File: config.mk
export PLATFORM = sky130hd
export DESIGN_NAME = crlc_top
export DESIGN_NICKNAME = d
export VERILOG_FILES = /design/src/verilog/crlc_top.v
export VERILOG_INCLUDE_DIRS = /design/src /design/src/verilog
export SDC_FILE = /design/constraint.sdc
export NUM_CORES = 1
export LEC_CHECK = 0
export BUFFER_PORTS_ARGS = -buffer_cell sky130_fd_sc_hd__buf_2
export CAP_MARGIN = 20
export CORE_ASPECT_RATIO = 1.75
export CORE_MARGIN = 1
export CORE_UTILIZATION = 49
export DETAILED_ROUTE_END_ITERATION = 8
export PLACE_DENSITY = 0.83
export SKIP_CTS_REPAIR_TIMING = 1
export SYNTH_ARGS = -nofsm -noshare
export SYNTH_HDL_FRONTEND = slang
export SYNTH_SLANG_ARGS = --single-unit
File: constraint.sdc
create_clock -name REF_CLK -period 2.5 [get_ports REF_CLK]
set_input_delay 0.25 -clock REF_CLK [delete_from_list [all_inputs] [get_ports REF_CLK]]
set_output_delay 0.25 -clock REF_CLK [all_outputs]
set_load 0.02 [all_outputs]
File: src/verilog/crlc_consts.vh
// Constants for the comparator reference ladder control block.
// Assumes an AXI4-Lite master with 32-bit data and a 200 MHz clock.
// How it works
// Bit 7 powers the ladder when set, powers it down when cleared.
// Bit 6 routes the ladder level toward port F pin 5.
// Low range selected: level is tap code over 24 of span.
// High range: level is quarter span plus tap code over 32.
// Bit 4 picks external reference pins as span, else supply and ground.
// Bits 3 to 0 pick one of 16 ladder levels.
// Reset clears power, pin drive and range bits.
// Reset also clears the tap code, whole register zero.
// Waking from sleep leaves the control register unchanged.
// Pin connects only when direction bit 5 and pin drive both set.
// Software sets converter reference config before choosing external source.
// Software should disable the ladder before sleep.
// Comparator mode 110 applies ladder level to both comparator positive inputs.
// Range and code decode to one-hot taps, none while powered down. The taps decode the tap code alone; range goes out on RANGE_LOW_SELECT.
`ifndef CRLC_CONSTS_VH
`define CRLC_CONSTS_VH

// Register byte offsets
`define CRLC_OFS_LADDER_CTRL   4'h0
`define CRLC_OFS_PORTF_DIR     4'h4
`define CRLC_OFS_COMP_MODE     4'h8
`define CRLC_OFS_STATUS        4'hc

// Control register fields
`define CRLC_BIT_POWER         7
`define CRLC_BIT_PIN_DRIVE     6
`define CRLC_BIT_RANGE_LOW     5
`define CRLC_BIT_SRC_EXT       4
`define CRLC_TAP_MSB           3

// Reset values
`define CRLC_RST_LADDER_CTRL   8'h00
`define CRLC_RST_PORTF_DIR     8'hff
`define CRLC_RST_COMP_MODE     3'h0

// Comparator mode using internal reference
`define CRLC_MODE_INT_REF      3'h6

// AXI responses
`define CRLC_RESP_OKAY         2'h0
`define CRLC_RESP_SLVERR       2'h2

`endif

File: src/verilog/crlc_top.v
// Comparator reference ladder control: register file over AXI4-Lite and
// the digital controls steering the analog ladder, source and pin muxes.
// Assumes a single 200 MHz clock; the analog ladder sits outside.
`timescale 1ns/10ps
`default_nettype none
`include "crlc_consts.vh"

module crlc_top (
   // Clock and reset
   input  wire        REF_CLK,
   input  wire        SYS_RST,
   // AXI4-Lite write address
   input  wire [3:0]  S_AXI_AWADDR,
   input  wire        S_AXI_AWVALID,
   output wire        S_AXI_AWREADY,
   // AXI4-Lite write data
   input  wire [31:0] S_AXI_WDATA,
   input  wire [3:0]  S_AXI_WSTRB,
   input  wire        S_AXI_WVALID,
   output wire        S_AXI_WREADY,
   // AXI4-Lite write response
   output reg  [1:0]  S_AXI_BRESP,
   output reg         S_AXI_BVALID,
   input  wire        S_AXI_BREADY,
   // AXI4-Lite read address
   input  wire [3:0]  S_AXI_ARADDR,
   input  wire        S_AXI_ARVALID,
   output wire        S_AXI_ARREADY,
   // AXI4-Lite read data
   output reg  [31:0] S_AXI_RDATA,
   output reg  [1:0]  S_AXI_RRESP,
   output reg         S_AXI_RVALID,
   input  wire        S_AXI_RREADY,
   // Ladder analog controls
   output reg         LADDER_POWER_ON,
   output reg         RANGE_LOW_SELECT,
   output reg         SOURCE_EXTERNAL_SELECT,
   output reg  [15:0] LADDER_TAP_SELECT,
   // Pin and comparator muxes
   output reg         PORT_F_PIN5_REF_CONNECT,
   output reg         COMP_VINP_FROM_LADDER,
   // Sleep state, for status only
   input  wire        SLEEP_ACTIVE
);

   // One-hot decode of the 4-bit tap code
   function [15:0] tap_onehot;
      input [3:0] code;
      begin
         tap_onehot = 16'h0001 << code;
      end
   endfunction

   reg  [7:0]  ladder_ctrl_reg;
   reg  [7:0]  portf_dir_reg;
   reg  [2:0]  comp_mode_reg;
   reg  [3:0]  aw_addr_reg;
   reg         aw_held_reg;
   reg  [31:0] w_data_reg;
   reg  [3:0]  w_strb_reg;
   reg         w_held_reg;

   wire [3:0]  tap_code = ladder_ctrl_reg[`CRLC_TAP_MSB:0];

   // Address and data are each taken once and held until the response
   assign S_AXI_AWREADY = !aw_held_reg && !S_AXI_BVALID;
   assign S_AXI_WREADY  = !w_held_reg && !S_AXI_BVALID;
   assign S_AXI_ARREADY = !S_AXI_RVALID;

   wire do_write = aw_held_reg && w_held_reg && !S_AXI_BVALID;

   function known_addr;
      input [3:0] a;
      begin
         known_addr = (a == `CRLC_OFS_LADDER_CTRL) || (a == `CRLC_OFS_PORTF_DIR) ||
                      (a == `CRLC_OFS_COMP_MODE) || (a == `CRLC_OFS_STATUS);
      end
   endfunction

   // Write channel capture and register update
   always @(posedge REF_CLK or posedge SYS_RST) begin
      if (SYS_RST) begin
         aw_addr_reg     <= 4'h0;
         aw_held_reg     <= 1'b0;
         w_data_reg      <= 32'h0000_0000;
         w_strb_reg      <= 4'h0;
         w_held_reg      <= 1'b0;
         S_AXI_BVALID    <= 1'b0;
         S_AXI_BRESP     <= 2'h0;
         // clear whole control
         ladder_ctrl_reg <= `CRLC_RST_LADDER_CTRL;
         portf_dir_reg   <= `CRLC_RST_PORTF_DIR;
         comp_mode_reg   <= `CRLC_RST_COMP_MODE;
      end else begin
         if (S_AXI_AWVALID && S_AXI_AWREADY) begin
            aw_addr_reg <= {S_AXI_AWADDR[3:2], 2'b00};
            aw_held_reg <= 1'b1;
         end
         if (S_AXI_WVALID && S_AXI_WREADY) begin
            w_data_reg <= S_AXI_WDATA;
            w_strb_reg <= S_AXI_WSTRB;
            w_held_reg <= 1'b1;
         end
         if (do_write) begin
            aw_held_reg  <= 1'b0;
            w_held_reg   <= 1'b0;
            S_AXI_BVALID <= 1'b1;
            S_AXI_BRESP  <= known_addr(aw_addr_reg) ? `CRLC_RESP_OKAY : `CRLC_RESP_SLVERR;
            // Only byte lane 0 carries data; other lanes are ignored
            if (w_strb_reg[0]) begin
               case (aw_addr_reg)
                  // no sleep side effect
                  `CRLC_OFS_LADDER_CTRL: ladder_ctrl_reg <= w_data_reg[7:0];
                  `CRLC_OFS_PORTF_DIR:   portf_dir_reg   <= w_data_reg[7:0];
                  `CRLC_OFS_COMP_MODE:   comp_mode_reg   <= w_data_reg[2:0];
                  default: ;
               endcase
            end
         end else if (S_AXI_BVALID && S_AXI_BREADY) begin
            S_AXI_BVALID <= 1'b0;
         end
      end
   end

   // Read channel: one cycle to data
   always @(posedge REF_CLK or posedge SYS_RST) begin
      if (SYS_RST) begin
         S_AXI_RVALID <= 1'b0;
         S_AXI_RDATA  <= 32'h0000_0000;
         S_AXI_RRESP  <= 2'h0;
      end else if (S_AXI_ARVALID && S_AXI_ARREADY) begin
         S_AXI_RVALID <= 1'b1;
         S_AXI_RRESP  <= known_addr({S_AXI_ARADDR[3:2], 2'b00}) ? `CRLC_RESP_OKAY : `CRLC_RESP_SLVERR;
         case ({S_AXI_ARADDR[3:2], 2'b00})
            `CRLC_OFS_LADDER_CTRL: S_AXI_RDATA <= {24'h000000, ladder_ctrl_reg};
            `CRLC_OFS_PORTF_DIR:   S_AXI_RDATA <= {24'h000000, portf_dir_reg};
            `CRLC_OFS_COMP_MODE:   S_AXI_RDATA <= {29'h00000000, comp_mode_reg};
            // Live tap, comparator, pin and power outputs, plus the sleep input
            `CRLC_OFS_STATUS:      S_AXI_RDATA <= {LADDER_TAP_SELECT, 12'h000, SLEEP_ACTIVE,
                                                   COMP_VINP_FROM_LADDER, PORT_F_PIN5_REF_CONNECT,
                                                   LADDER_POWER_ON};
            default:               S_AXI_RDATA <= 32'h0000_0000;
         endcase
      end else if (S_AXI_RVALID && S_AXI_RREADY) begin
         S_AXI_RVALID <= 1'b0;
      end
   end

   // Analog controls registered so they never glitch on the ladder
   always @(posedge REF_CLK or posedge SYS_RST) begin
      if (SYS_RST) begin
         LADDER_POWER_ON         <= 1'b0;
         RANGE_LOW_SELECT        <= 1'b0;
         SOURCE_EXTERNAL_SELECT  <= 1'b0;
         LADDER_TAP_SELECT       <= 16'h0000;
         PORT_F_PIN5_REF_CONNECT <= 1'b0;
         COMP_VINP_FROM_LADDER   <= 1'b0;
      end else begin
         // ladder power
         LADDER_POWER_ON        <= ladder_ctrl_reg[`CRLC_BIT_POWER];
         // range of ladder
         RANGE_LOW_SELECT       <= ladder_ctrl_reg[`CRLC_BIT_RANGE_LOW];
         // span source; R11 config is software's task
         SOURCE_EXTERNAL_SELECT <= ladder_ctrl_reg[`CRLC_BIT_SRC_EXT];
         // one-hot taps
         LADDER_TAP_SELECT      <= ladder_ctrl_reg[`CRLC_BIT_POWER] ? tap_onehot(tap_code) : 16'h0000;
         // pin gating
         PORT_F_PIN5_REF_CONNECT <= ladder_ctrl_reg[`CRLC_BIT_PIN_DRIVE] & portf_dir_reg[5];
         // comparator internal reference
         COMP_VINP_FROM_LADDER  <= (comp_mode_reg == `CRLC_MODE_INT_REF);
      end
   end

endmodule // crlc_top

`default_nettype wire

==> key figures <==
Worst setup path
  • Crit-path leading delay family: simple AND/OR/NAND/NOR gates
  • Crit path from: S_AXI_BVALID$_DFFE_PP0P_
  • Worst-path fanout max: 8
  • Crit path max-delay cell type: or3_1
  • Reg2reg start: S_AXI_BVALID$_DFFE_PP0P_
  • Worst setup SP type: flip-flop
  • Worst-path cell chain: nand4b_4 > or3_1 > mux2_4
  • CP Data Required Time: 2730 ps
  • Max stage delay on crit path: about 570 ps
  • CP endpoint kind: flip-flop
  • Bufs and invs on worst path: 0
  • Setup CP Type: reg2reg
  • Arrival time worst endpoint: 1970 ps

Clocking
  • H-tree depth: 3
  • Clock sink count: 81
  • Root Buffer: clkbuf_8
  • Longest Clk Path Bufs: 2
  • CTS buffer count: 9
  • Clock Pin Slew Worst Setup and Hold Paths: 70 ps
  • CTS tree: done
  • Skew-Pair Late Insertion Delay: 340 ps

Die
  • Die area: 0.00685 mm²
  • Starting Density: 51.2%
  • Die width: around 63 µm
  • Rows: 38
  • Core area: 0.00623 mm²
  • Chip height: 109 µm
  • IO Pins: 114

Finish
  • Antenna Cells: 0
  • Number of flip-flops in the largest register: 24
  • Finished Cell Area: 0.00376 mm²
  • Layout Nets: 348
  • Most flops, register: S_AXI_RDATA
  • Largest registers: S_AXI_RDATA x24, LADDER_TAP_SELECT x16
  • Area Growth Syn to Fin: 18.0%
  • Fill cell count: 523
  • Share of cells above drive strength 1: 46.7%

Detailed routing
  • Avg WL per Cell: 14.7 µm
  • Post-route ant nets: 0
  • Drt first-iter violations: 101
  • WL final: 5.59 mm
  • Vias: 1902
  • Drt pass-1 iters: 4
  • Residual DRC: 0
  • Via/cell ratio: 5.01

Placed design
  • DP Area: ~0.0036 mm²
  • PortBufs: 72
  • GP Congestion: 0.746
  • DP HPWL: 4.22 mm

Pwr
  • PwrDens: 1070 mW/mm²
  • Worst ir drop on vdd: 0.675 mV
  • Switch share: 31.6%
  • Clock power frac: 22.4%
  • Leak: 1.95 nW
  • Power Total: 4.02 mW
  • Comb pwr share: 26.8%
  • Flop pwr share: 50.8%
  • Internal power: about 2.7 mW
  • NetSw: between 1 and 1.5 mW

Synthesis
  • Post-Synthesis Cells: roughly 220
  • Synth top area share: between 50 and 60%
  • Distinct cell type count after synthesis: 33
  • Sequential share of the synthesized area: 63.8%
  • Synth warn: 0
  • Dominant cells by area after synthesis: dfrtp_1 57%, mux2_2 9.2%, dfstp_2 6.6%
  • Post-synth top area cell: dfrtp_1
  • Avg Synthesized Cell Area: ~15 µm²
  • Seq cells post-synth: between 80 and 90
  • Post-Syn Area: 0.00319 mm²

Global route
  • Largest net degree at the start of global routing: 35
  • Vias in the first global route: about 1900
  • Met3 usage: ~4.3%
  • Met2 usage in global routing: 32.4%
  • GR Util met1: 20.3%
  • First-pass GRT wire length: 9.29 mm
  • Total gr overflow: 0
  • Gr usage total: 18.3%
  • GR peak layer: met2
  • Initial antenna violation count: 0

Min path
  • HP Start: S_AXI_RREADY
  • Hold Path Class: in2reg

STA
  • Tcrit/Tclk final: 69.5%
  • Max Clk Rate: 575 MHz
  • Fin Clk Skew: 7.84 ps
  • Post-Route Setup TNS: 0 ps
  • RSZ-0062 raised after global routing: false
  • Slew Limit Headroom: between 60 and 70%
  • Final hold vios: 0
  • Tmin final: around 1700 ps
  • Final Slew Violations: 0
  • Worst-Margin Slew: 584 ps
  • Final setup violation count: 0

Status
  • Outcome: finished clean

Job
  • Max-cap violations: 0
cell type report:
| type | count | area [µm²] | share of cell area (%) |
|---|---|---|---|
| well taps | 80 | 100 | 2.66 |
| clock buffers | 12 | 145 | 3.86 |
| multi-input cells | 125 | 1030 | 27.5 |
| inverters | 3 | 12.5 | 0.332 |
| repair buffers | 76 | 393 | 10.4 |
| clock inverters | 3 | 42.5 | 1.13 |
| flip-flops and latches | 81 | 2040 | 54.1 |
cells in the mapped netlist:
library cell,instances
dfrtp_1,73
mux2_2,26
a22o_1,16
nor2_1,15
buf_4,11
dfstp_2,8
mux2_4,8
nand2_1,7
o21ai_0,7
mux2i_1,5
buf_2,4
nor3_1,4
and2_1,3
inv_1,3
mux4_2,3
nand2b_1,3
nand3_1,3
clkbuf_1,2
nand3b_1,2
nor2b_1,2
o21a_1,2
and2b_1,1
and2b_2,1
buf_12,1
buf_6,1
conb_1,1
nand4b_4,1
nor2_2,1
nor3b_1,1
nor3b_4,1
or2_2,1
or3_1,1
or3b_2,1
metrics by stage:
| stage | util (%) | hold WS, ps | instances | setup slack [ps] |
|---|---|---|---|---|
| 2_1_floorplan | - | 346 | 228 | 183 |
| 3_3_place_gp | 57.3 | 301 | 364 | 790 |
| 3_5_place_dp | 57.3 | 300 | 364 | 762 |
| 4_1_cts | 60.3 | -79.3 | 379 | 749 |
| 5_1_grt | 60.4 | 78.4 | 380 | 681 |
| 6_report | 60.4 | 73.7 | 380 | 761 |
per-layer routing:
metal	vias up	part of all wire, %
met1	937	38
met4	0	2.2
li1	892	-
met3	10	4.1
met2	63	56
met5	-	0
path summary, 6_finish.rpt:
| path | to | slack, ps | depth (start not counted) |
|---|---|---|---|
| worst max-delay path | ladder_ctrl_reg[6]$_DFFE_PP0P_ | 760 | 3 |
| worst min-delay path | S_AXI_RVALID$_DFFE_PP0P_ | 70 | 2 |
| worst max register to register | ladder_ctrl_reg[6]$_DFFE_PP0P_ | 760 | 3 |
| worst min register to register | SOURCE_EXTERNAL_SELECT$_DFF_PP0_ | 430 | 0 |
| max in group asynchronous | S_AXI_RDATA[19]$_DFFE_PP0P_ | 1240 | 4 |
| min in group asynchronous | ladder_ctrl_reg[7]$_DFFE_PP0P_ | 480 | 3 |
kinds of logic after synthesis:
group	share of synthesized area, %
other	0.118
AO/OA/AOI/OAI	5.96
flip-flops	63.8
multiplexers	16.6
buffers and inverters	4.78
AND/OR/NAND/NOR	8.67
power by group through the flow:
stage,clock (mW),sequential [mW],combinational (mW)
after floorplan,0,2.11,0.745
after global placement,0,2.04,1.05
after detailed placement,0,2.07,1.09
after CTS,0.925,2.05,1.09
after global routing,0.970,2.09,1.16
final,0.900,2.04,1.08
layout by cell type, fill, tap and decap left out, drive strengths merged, types with 2 or more instances in the layout:
cell type	Yosys	layout
buf	17	75
dfrtp	73	73
mux2	34	34
a22o	16	16
nor2	16	16
clkbuf	2	12
conb	1	10
dfstp	8	8
o21ai	7	7
nand2	7	7
mux2i	5	5
nor3	4	4
nand2b	3	3
and2	3	3
mux4	3	3
nand3	3	3
nand3b	2	2
inv	3	2
clkinv	0	2
nor2b	2	2
o21a	2	2
and2b	2	2
nor3b	2	2
worst register-to-register path, cell delays in order, from the launching register on:
cell and delay, ps:
dfrtp_1 440, nand4b_4 230, or3_1 570, mux2_4 380
Power figures use the tool's default switching activity.
